===== config.mk =====
export PLATFORM = sky130hd
export DESIGN_NAME = capture_compare_unit
export DESIGN_NICKNAME = d
export VERILOG_FILES = /design/src/rtl/ccu_pkg.sv /design/src/rtl/capture_edge_prescaler.sv /design/src/rtl/capture_compare_unit.sv
export SDC_FILE = /design/constraint.sdc
export NUM_CORES = 1
export LEC_CHECK = 0
export BUFFER_PORTS_ARGS = -buffer_cell sky130_fd_sc_hd__buf_4
export CAP_MARGIN = 10
export CORE_ASPECT_RATIO = 2
export CORE_UTILIZATION = 35
export CTS_CLUSTER_SIZE = 30
export DETAILED_ROUTE_END_ITERATION = 12
export HOLD_SLACK_MARGIN = 0.05
export SYNTH_ARGS = -nofsm -noshare
export SYNTH_HDL_FRONTEND = slang
export SYNTH_SLANG_ARGS = --single-unit

===== constraint.sdc =====
create_clock -name ref_clk -period 2.25 [get_ports ref_clk]
set_input_delay 0.225 -clock ref_clk [delete_from_list [all_inputs] [get_ports ref_clk]]
set_output_delay 0.225 -clock ref_clk [all_outputs]
set_load 0.01 [all_outputs]

===== src/rtl/ccu_pkg.sv =====
// Purpose: shared constants of the capture/compare channel
// Assumes: apb slave with 32-bit data, one word per register
// Notes:   mode codes, register offsets, field positions and reset values
//
// Overview of operation
// - capture copies whole 16-bit timer count
// - four capture events: fall, rise, 4th, 16th
// - capture codes 0100, 0101, 0110, 0111
// - capture sets flag; only software clears it
// - newer capture overwrites unread older value
// - capture watches pin level, even when output
// - capture only with synchronous timer time base
// - timer choice comes from third timer control
// - prescaler cleared when off or capture left
// - prescaler switch keeps count; software zeroes first
// - compare value against timer, flag on equal
// - match drives pin high, low, toggle, or port
// - compare codes 0010 toggle, 1000 high, 1001 low
// - zero control forces compare latch low
// - compare only with synchronous timer time base
// - code 1010 only sets flag, pin stays port
// - code 1011 emits special event, sets flag
// - special event resets the assigned timer count
// - second enhanced channel event starts conversion
// - code 0000 disables channel, clears prescaler and compare latch; flag and value keep
`default_nettype none

package ccu_pkg;

    // register byte offsets
    localparam logic [7:0] OFS_CONTROL    = 8'h00;
    localparam logic [7:0] OFS_VALUE_LOW  = 8'h04;
    localparam logic [7:0] OFS_VALUE_HIGH = 8'h08;
    localparam logic [7:0] OFS_T3_CONTROL = 8'h0c;
    localparam logic [7:0] OFS_STATUS     = 8'h10;

    // reset values
    localparam logic [7:0] RST_CONTROL    = 8'h00;
    localparam logic [7:0] RST_VALUE      = 8'h00;
    localparam logic [7:0] RST_T3_CONTROL = 8'h00;

    // control register fields
    localparam int         CTL_MODE_LSB   = 0;
    localparam int         CTL_DUTY_LSB   = 4;
    localparam logic [7:0] CTL_WR_MASK    = 8'h3f;

    // third timer control: timer assignment bits
    localparam int         T3_ASSIGN_LOWER = 3;
    localparam int         T3_ASSIGN_UPPER = 6;

    // status register fields
    localparam int         STS_FLAG       = 0;
    localparam int         STS_ENABLE     = 1;
    localparam int         STS_COMPARE    = 2;

    // mode field codes
    localparam logic [3:0] MODE_OFF       = 4'h0;
    localparam logic [3:0] MODE_CMP_TOG   = 4'h2;
    localparam logic [3:0] MODE_CAP_FALL  = 4'h4;
    localparam logic [3:0] MODE_CAP_RISE  = 4'h5;
    localparam logic [3:0] MODE_CAP_RISE4 = 4'h6;
    localparam logic [3:0] MODE_CAP_RISE16 = 4'h7;
    localparam logic [3:0] MODE_CMP_HIGH  = 4'h8;
    localparam logic [3:0] MODE_CMP_LOW   = 4'h9;
    localparam logic [3:0] MODE_CMP_SOFT  = 4'ha;
    localparam logic [3:0] MODE_CMP_EVENT = 4'hb;

    // prescaler terminal counts
    localparam logic [3:0] PRESC_LAST4    = 4'h3;
    localparam logic [3:0] PRESC_LAST16   = 4'hf;

endpackage : ccu_pkg

`default_nettype wire


===== src/rtl/capture_edge_prescaler.sv =====
// Purpose: pin synchroniser, edge detector and capture prescaler
// Assumes: mode is the channel mode field, stable for several cycles
// Notes:   capture_pulse is one cycle long, one per qualifying event
`timescale 1ns/1ns
`default_nettype none

module capture_edge_prescaler
    import ccu_pkg::*;
(
    input  wire logic       ref_clk,
    input  wire logic       rst,
    input  wire logic       pin_level,
    input  wire logic [3:0] mode,
    output var  logic       capture_pulse
);

    logic       sync1_q;
    logic       sync2_q;
    logic       prev_q;
    logic [3:0] presc_q;
    logic [3:0] presc_d;
    wire        rise_w;
    wire        fall_w;
    wire        capture_mode_w;
    wire        fire_w;

    // two-flop synchroniser, then a history flop for edges
    always_ff @(posedge ref_clk) begin
        if (rst) begin
            sync1_q <= 1'b0;
            sync2_q <= 1'b0;
            prev_q  <= 1'b0;
        end else begin
            sync1_q <= pin_level;
            sync2_q <= sync1_q;
            prev_q  <= sync2_q;
        end
    end

    assign rise_w         = sync2_q & ~prev_q;
    assign fall_w         = ~sync2_q & prev_q;
    assign capture_mode_w = (mode[3:2] == 2'b01);

    // event qualification per capture code
    assign fire_w = (mode == MODE_CAP_FALL)   ? fall_w :
                    (mode == MODE_CAP_RISE)   ? rise_w :
                    (mode == MODE_CAP_RISE4)  ? rise_w & (presc_q[1:0] == PRESC_LAST4[1:0]) :
                    (mode == MODE_CAP_RISE16) ? rise_w & (presc_q == PRESC_LAST16) :
                    1'b0;

    // count rising edges; leaving capture clears, switching keeps
    assign presc_d = !capture_mode_w ? 4'h0 :
                     rise_w ? presc_q + 4'h1 : presc_q;

    always_ff @(posedge ref_clk) begin
        if (rst) begin
            presc_q       <= 4'h0;
            capture_pulse <= 1'b0;
        end else begin
            presc_q       <= presc_d;
            capture_pulse <= fire_w & capture_mode_w;
        end
    end

endmodule : capture_edge_prescaler

`default_nettype wire


===== src/rtl/capture_compare_unit.sv =====
// Purpose: capture/compare channel with apb register access
// Assumes: timer counts and their sync indications are ref_clk synchronous
// Notes:   pin direction lives outside; this block gives the pin value
//
// Our own choices: the address map and the APB slave port.
`timescale 1ns/1ns
`default_nettype none

module capture_compare_unit
    import ccu_pkg::*;
#(
    parameter int CHANNEL_INDEX = 4
)
(
    input  wire logic        ref_clk,
    input  wire logic        rst,
    // apb slave
    input  wire logic        psel,
    input  wire logic        penable,
    input  wire logic        pwrite,
    input  wire logic [7:0]  paddr,
    input  wire logic [31:0] pwdata,
    output var  logic [31:0] prdata,
    output logic             pready,
    output var  logic        pslverr,
    // time bases
    input  wire logic [15:0] first_time_base,
    input  wire logic [15:0] second_time_base,
    input  wire logic        first_timer_sync_ok,
    input  wire logic        second_timer_sync_ok,
    output var  logic        first_timer_reset,
    output var  logic        second_timer_reset,
    output var  logic [7:0]  third_timer_control,
    // pin side
    input  wire logic        channel_pin_in,
    input  wire logic        port_latch_in,
    output var  logic        channel_pin_out,
    output var  logic        compare_owns_pin,
    // system side
    input  wire logic        adc_enabled,
    output var  logic        special_event_trigger,
    output var  logic        adc_start,
    output var  logic        channel_irq_request
);

    // register state
    logic [7:0]  control_q;
    logic [7:0]  value_low_q;
    logic [7:0]  value_high_q;
    logic [7:0]  t3_control_q;
    logic        irq_flag_q;
    logic        irq_enable_q;
    logic        compare_latch_q;
    logic        match_prev_q;

    // next values
    logic [7:0]  control_d;
    logic [7:0]  value_low_d;
    logic [7:0]  value_high_d;
    logic [7:0]  t3_control_d;
    logic        irq_flag_d;
    logic        irq_enable_d;
    logic        compare_latch_d;

    // bus decode
    wire         setup_w;
    wire         wr_w;
    wire         hit_control_w;
    wire         hit_low_w;
    wire         hit_high_w;
    wire         hit_t3_w;
    wire         hit_status_w;
    wire         mapped_w;
    wire [31:0]  rd_word_w;

    // mode decode
    wire [3:0]   mode_w;
    wire         capture_mode_w;
    wire         compare_mode_w;
    wire         compare_pin_mode_w;
    wire         event_mode_w;

    // time base selection
    wire [1:0]   assign_w;
    wire         use_first_w;
    wire [15:0]  timer_w;
    wire         timer_sync_w;

    // events
    wire         capture_pulse_w;
    wire         capture_w;
    wire [15:0]  value_w;
    wire         equal_w;
    wire         match_w;
    wire         event_w;
    wire         flag_set_w;
    wire         flag_clr_w;
    wire         pin_next_w;

    // apb phase qualifiers; writes land in the access phase
    assign setup_w = psel & ~penable;
    assign wr_w    = psel & penable & pwrite;
    assign pready  = psel & penable;

    // address decode
    assign hit_control_w = (paddr == OFS_CONTROL);
    assign hit_low_w     = (paddr == OFS_VALUE_LOW);
    assign hit_high_w    = (paddr == OFS_VALUE_HIGH);
    assign hit_t3_w      = (paddr == OFS_T3_CONTROL);
    assign hit_status_w  = (paddr == OFS_STATUS);
    assign mapped_w      = hit_control_w | hit_low_w | hit_high_w | hit_t3_w | hit_status_w;

    // read selection; unmapped and reserved bits read zero
    assign rd_word_w = hit_control_w ? {24'h000000, control_q} :
                       hit_low_w     ? {24'h000000, value_low_q} :
                       hit_high_w    ? {24'h000000, value_high_q} :
                       hit_t3_w      ? {24'h000000, t3_control_q} :
                       hit_status_w  ? {29'h00000000, compare_latch_q,
                                        irq_enable_q, irq_flag_q} :
                       32'h00000000;

    // mode field classification
    assign mode_w             = control_q[CTL_MODE_LSB +: 4];
    assign capture_mode_w     = (mode_w[3:2] == 2'b01);
    assign compare_mode_w     = (mode_w == MODE_CMP_TOG)  | (mode_w == MODE_CMP_HIGH) |
                                (mode_w == MODE_CMP_LOW)  | (mode_w == MODE_CMP_SOFT) |
                                (mode_w == MODE_CMP_EVENT);
    assign compare_pin_mode_w = (mode_w == MODE_CMP_TOG)  | (mode_w == MODE_CMP_HIGH) |
                                (mode_w == MODE_CMP_LOW);
    assign event_mode_w       = (mode_w == MODE_CMP_EVENT);

    // timer assignment from the third timer control bits
    assign assign_w    = {t3_control_q[T3_ASSIGN_UPPER], t3_control_q[T3_ASSIGN_LOWER]};
    assign use_first_w = (assign_w == 2'b00) ? 1'b1 :
                         (assign_w == 2'b01) ? (CHANNEL_INDEX == 1) :
                         (assign_w == 2'b10) ? (CHANNEL_INDEX <= 2) :
                         1'b0;
    assign timer_w      = use_first_w ? first_time_base : second_time_base;
    assign timer_sync_w = use_first_w ? first_timer_sync_ok : second_timer_sync_ok;

    // pin edge detection and prescaling
    capture_edge_prescaler u_presc (
        .ref_clk       (ref_clk),
        .rst           (rst),
        .pin_level     (channel_pin_in),
        .mode          (mode_w),
        .capture_pulse (capture_pulse_w)
    );

    // capture happens only on a synchronous time base
    assign capture_w = capture_pulse_w & capture_mode_w & timer_sync_w;

    // compare: one match per arrival at equality
    assign value_w = {value_high_q, value_low_q};
    assign equal_w = (value_w == timer_w);
    assign match_w = compare_mode_w & timer_sync_w & equal_w & ~match_prev_q;
    assign event_w = match_w & event_mode_w;

    // flag: set by hardware, cleared by writing one; set wins
    assign flag_set_w = capture_w | match_w;
    assign flag_clr_w = wr_w & hit_status_w & pwdata[STS_FLAG];
    assign irq_flag_d = flag_set_w ? 1'b1 :
                        flag_clr_w ? 1'b0 : irq_flag_q;
    assign irq_enable_d = (wr_w & hit_status_w) ? pwdata[STS_ENABLE] : irq_enable_q;

    // control and timer control writes
    assign control_d    = (wr_w & hit_control_w) ? (pwdata[7:0] & CTL_WR_MASK) : control_q;
    assign t3_control_d = (wr_w & hit_t3_w) ? pwdata[7:0] : t3_control_q;

    // value pair: hardware capture overrides a same-cycle write
    assign value_low_d  = capture_w ? timer_w[7:0] :
                          (wr_w & hit_low_w) ? pwdata[7:0] : value_low_q;
    assign value_high_d = capture_w ? timer_w[15:8] :
                          (wr_w & hit_high_w) ? pwdata[7:0] : value_high_q;

    // compare output latch: presets on mode load, action on match
    always_comb begin
        compare_latch_d = compare_latch_q;
        if (mode_w == MODE_OFF) begin
            compare_latch_d = 1'b0;
        end else if (match_w && mode_w == MODE_CMP_TOG) begin
            compare_latch_d = ~compare_latch_q;
        end else if (match_w && mode_w == MODE_CMP_HIGH) begin
            compare_latch_d = 1'b1;
        end else if (match_w && mode_w == MODE_CMP_LOW) begin
            compare_latch_d = 1'b0;
        end
        if (wr_w && hit_control_w) begin
            if (pwdata[3:0] == MODE_CMP_HIGH) begin
                compare_latch_d = 1'b0;
            end else if (pwdata[3:0] == MODE_CMP_LOW) begin
                compare_latch_d = 1'b1;
            end else if (pwdata[3:0] == MODE_OFF) begin
                compare_latch_d = 1'b0;
            end
        end
    end

    // pin value: compare latch in pin modes, else port latch
    assign pin_next_w = compare_pin_mode_w ? compare_latch_d : port_latch_in;

    // register file
    always_ff @(posedge ref_clk) begin
        if (rst) begin
            control_q    <= RST_CONTROL;
            value_low_q  <= RST_VALUE;
            value_high_q <= RST_VALUE;
            t3_control_q <= RST_T3_CONTROL;
            irq_flag_q   <= 1'b0;
            irq_enable_q <= 1'b0;
        end else begin
            control_q    <= control_d;
            value_low_q  <= value_low_d;
            value_high_q <= value_high_d;
            t3_control_q <= t3_control_d;
            irq_flag_q   <= irq_flag_d;
            irq_enable_q <= irq_enable_d;
        end
    end

    // compare state
    always_ff @(posedge ref_clk) begin
        if (rst) begin
            compare_latch_q <= 1'b0;
            match_prev_q    <= 1'b0;
        end else begin
            compare_latch_q <= compare_latch_d;
            match_prev_q    <= equal_w & compare_mode_w;
        end
    end

    // pin and trigger outputs, registered
    always_ff @(posedge ref_clk) begin
        if (rst) begin
            channel_pin_out       <= 1'b0;
            compare_owns_pin      <= 1'b0;
            special_event_trigger <= 1'b0;
            first_timer_reset     <= 1'b0;
            second_timer_reset    <= 1'b0;
            adc_start             <= 1'b0;
        end else begin
            channel_pin_out       <= pin_next_w;
            compare_owns_pin      <= compare_pin_mode_w;
            special_event_trigger <= event_w;
            first_timer_reset     <= event_w & use_first_w;
            second_timer_reset    <= event_w & ~use_first_w;
            adc_start             <= event_w & (CHANNEL_INDEX == 2) & adc_enabled;
        end
    end

    // interrupt request and timer control mirror
    always_ff @(posedge ref_clk) begin
        if (rst) begin
            channel_irq_request <= 1'b0;
            third_timer_control <= RST_T3_CONTROL;
        end else begin
            channel_irq_request <= irq_flag_d & irq_enable_d;
            third_timer_control <= t3_control_d;
        end
    end

    // read data and error latched in the setup phase
    always_ff @(posedge ref_clk) begin
        if (rst) begin
            prdata  <= 32'h00000000;
            pslverr <= 1'b0;
        end else if (setup_w) begin
            prdata  <= pwrite ? 32'h00000000 : rd_word_w;
            pslverr <= ~mapped_w;
        end
    end

endmodule : capture_compare_unit

`default_nettype wire


==> results.md <==
- Outcome: finished with violations
- Failing checks: setup timing
- Routed via count: 3321
- Power Density: 534.5 nW/µm²
- Worst-path clk slew: 50 ps
- Top FF cell, synth: dfxtp_1
- Global Route met1 Usage: 0.2227
- Clock sink total: 57
- Largest net degree at the start of global routing: 51
- Routed vias/inst: 5.149
- Hold/Removal Path Class: in2reg
- Fin. max-slew vios: 0
- Final setup violation count: 4
- Slew @ Worst Pin: 688.9 ps
- Die Area: 10200 µm²
- Initial antenna violation count: 0
- Total core area: 9447 µm²
- Crit path cell chain: or2_4 -> buf_12 -> mux2i_4 -> xor2_1 -> nand3_1 -> nor4_4 -> nand3_2 -> or4_4 -> nor2_2
- Delay of the slowest cell on the worst path: 460 ps
- CP required: 2520 ps
- Clock Tree Root: clkbuf_16
- Met2 Track Usage GR: 0.3684
- Overall routing resource usage: 0.2100
- Worst setup EP type: flip-flop
- TritonCTS clock tree: built
- Worst clock skew: 3.188 ps
- VDD IR-drop max: 0.0004320 V
- Yosys warns: 0
- Synth Instances: 407
- Unrepaired setup endpoints after global routing: yes
- Post-Layout Cell Count: 645
- Final hold violation count: 0
- Sequential cell area fraction in the yosys report: 0.3335
- Ports: 131
- Post-Syn Area: 3422 µm²
- Crit Path Max Fanout: 8
- Placed insts: 628
- DP HPWL: 7887 µm
- Lkg Pwr: 0.001868 µW
- First-pass GRT wire length: 16080 µm
- Fin crit share: 1.051
- Antenna Nets Post-Route: 0
- WL per Instance: 16.26 µm
- Total CTS buffers: 9
- Vias in the first global route: 3214
- Synth cell types: 57
- Routed WL: 10490 µm
- Initial Util: 0.3623
- Final core utilization: 0.4947
- # fillers: 935
- WS Path Type: reg2reg
- Total gr overflow: 0
- M3 GR Usage: 0.03409
- ANT cells: 0
- Startpoint Class: flip-flop
- Async set-reset flop share out of synthesis: 0
- Top Usage Layer GRT: met2
- Seq cells post-synth: 57
- DRT Pass-1 Iters: 4
- Mean Syn Cell Area: 8.408 µm²
- Drt initial violations: 139
- Max-cap violations: 0
- Total Nets Final: 595
- CP delay by family, top: simple AND/OR/NAND/NOR gates
- Fmax achieved: 422.8 MHz
- Post-synth EDFFs: 0
- Die X: 71.92 µm
- IO Port Bufs: 80
- Final WS setup: -115.4 ps
- # DRC: 0
- Routability-driven placement congestion ratio: 0.8753
- Rel. slew slack: 0.5393
- Final min period: 2365 ps
- Worst hold margin: 108.0 ps
- Worst endpoint data arrival time: 2630 ps
- Critical Path Slowest Stage Cell: or4_4
- Longest Clk Path Bufs: 2
- Num rows: 50
- Die height: 141.8 µm
- Share of cells above drive strength 1: 0.3417
- Buf/Inv on CP: 1
- Area growth from synthesis to layout: 36.56%
- CTS H-tree depth: 3
- Worst-Skew Late Latency: 330 ps
## registers in the layout, indices dropped and copies added, names as in the netlist, 4 cells and up
name / count
third_timer_control: 8
prdata: 8
value_low_q: 8
value_high_q: 8
u_presc.presc_q: 4
control_q: 6
## Yosys cell counts, types with 2 or more instances
library cell	count	area share
inv_1	15	0.016
nor2_2	2	0.0037
a22oi_1	12	0.026
nor2b_1	11	0.020
and2_1	2	0.0037
a22o_1	2	0.0051
nor4_4	2	0.012
nand3_1	8	0.012
o21bai_1	2	0.0044
mux4_2	2	0.013
nor2_1	53	0.058
xnor2_1	5	0.013
buf_6	4	0.013
a311oi_1	7	0.018
nand2_1	39	0.043
xor2_1	5	0.013
nor3b_1	2	0.0044
mux2i_1	19	0.056
dfxtp_1	57	0.33
o32ai_1	2	0.0051
a21oi_1	25	0.037
o21ai_0	2	0.0029
nor3_1	7	0.010
o221ai_1	4	0.010
mux2_2	17	0.056
a2111oi_0	3	0.0077
o211ai_1	5	0.011
nand2b_1	7	0.013
o22ai_1	5	0.0091
clkbuf_1	16	0.018
o2111ai_1	4	0.010
buf_4	27	0.059
a211oi_1	9	0.020
a31oi_1	2	0.0037
## power breakdown
group          switching [µW]  total (µW)  internal (µW)
Clock                     440        1230            791
Sequential               1.85        1020           1020
Combinational             137         248            111
Total                     579        2500           1920
## worst paths after layout
path,from,to,depth (start not counted),slack [ps]
max reg2reg,third_timer_control[3],second_timer_reset,9,-120
min,channel_pin_in,u_presc.sync1_q,2,110
min reg2reg,u_presc.sync1_q,u_presc.sync2_q,1,440
max,third_timer_control[3],second_timer_reset,9,-120
## layer usage
metal  up-vias  part of all wire
met3        27             0.041
li1       1606                 -
met5         -                 0
met2       117              0.53
met4         0             0.046
met1      1571              0.38
## kinds of logic (layout without fill, tap and decap cells)
kind of cell	Yosys count	count (layout)	share of synthesized area
xor+xnor	10	10	0.02559
fa+ha+maj	1	1	0.003656
other cells	1	25	0.001096
compound gates	89	89	0.1814
buf+inv	63	147	0.1079
simple gates	146	146	0.2106
flops	57	57	0.3335
mux	40	40	0.1364
## metrics by stage
step                area (µm²)  setup WS, ps  power [µW]  TNS (ps)
detailed placement        4267        -242.5        1275    -923.7
global route              4673        -224.6        2587    -853.4
finish                    4673        -115.4        2498    -317.5
global placement          4267        -181.4        1272    -624.9
CTS                       4638        -155.2        2509    -471.8
floorplan                 3513        -15.94        1173    -31.88
## cells in the final DEF (no fill, tap or decap), drive strengths merged, types with 2 or more instances in the layout
master / n
buf: 118
dfxtp: 57
nor2: 55
nand2: 39
a21oi: 25
conb: 25
mux2i: 20
mux2: 17
inv: 15
clkbuf: 14
a22oi: 12
nor2b: 11
a211oi: 9
nand3: 9
nor3: 8
a311oi: 7
nand2b: 7
xnor2: 5
o211ai: 5
xor2: 5
o22ai: 5
o2111ai: 4
o221ai: 4
o21ai: 4
a2111oi: 3
mux4: 3
nor4: 3
and2: 2
a22o: 2
nor3b: 2
o32ai: 2
o21bai: 2
a31oi: 2
or2: 2
and3: 2
## what timing repair did
item	4_1_cts	5_1_grt
hold buffers	0	0
buffers inserted	2	0
resized for setup	13	7
gates cloned	1	0
pin swaps	6	2
setup endpoints to repair	6	6
## area by class of cell
| cell class | count | area, µm² | area share |
|---|---|---|---|
| Timing Repair Buffer | 118 | 947.2 | 0.2027 |
| Tap cell | 130 | 162.7 | 0.03481 |
| Sequential cell | 57 | 1144 | 0.2447 |
| Multi-Input combinational cell | 311 | 2100 | 0.4493 |
| Clock buffer | 14 | 264.0 | 0.05649 |
| Inverter | 15 | 56.30 | 0.01205 |
No activity file was read; power rests on OpenSTA's default activity.
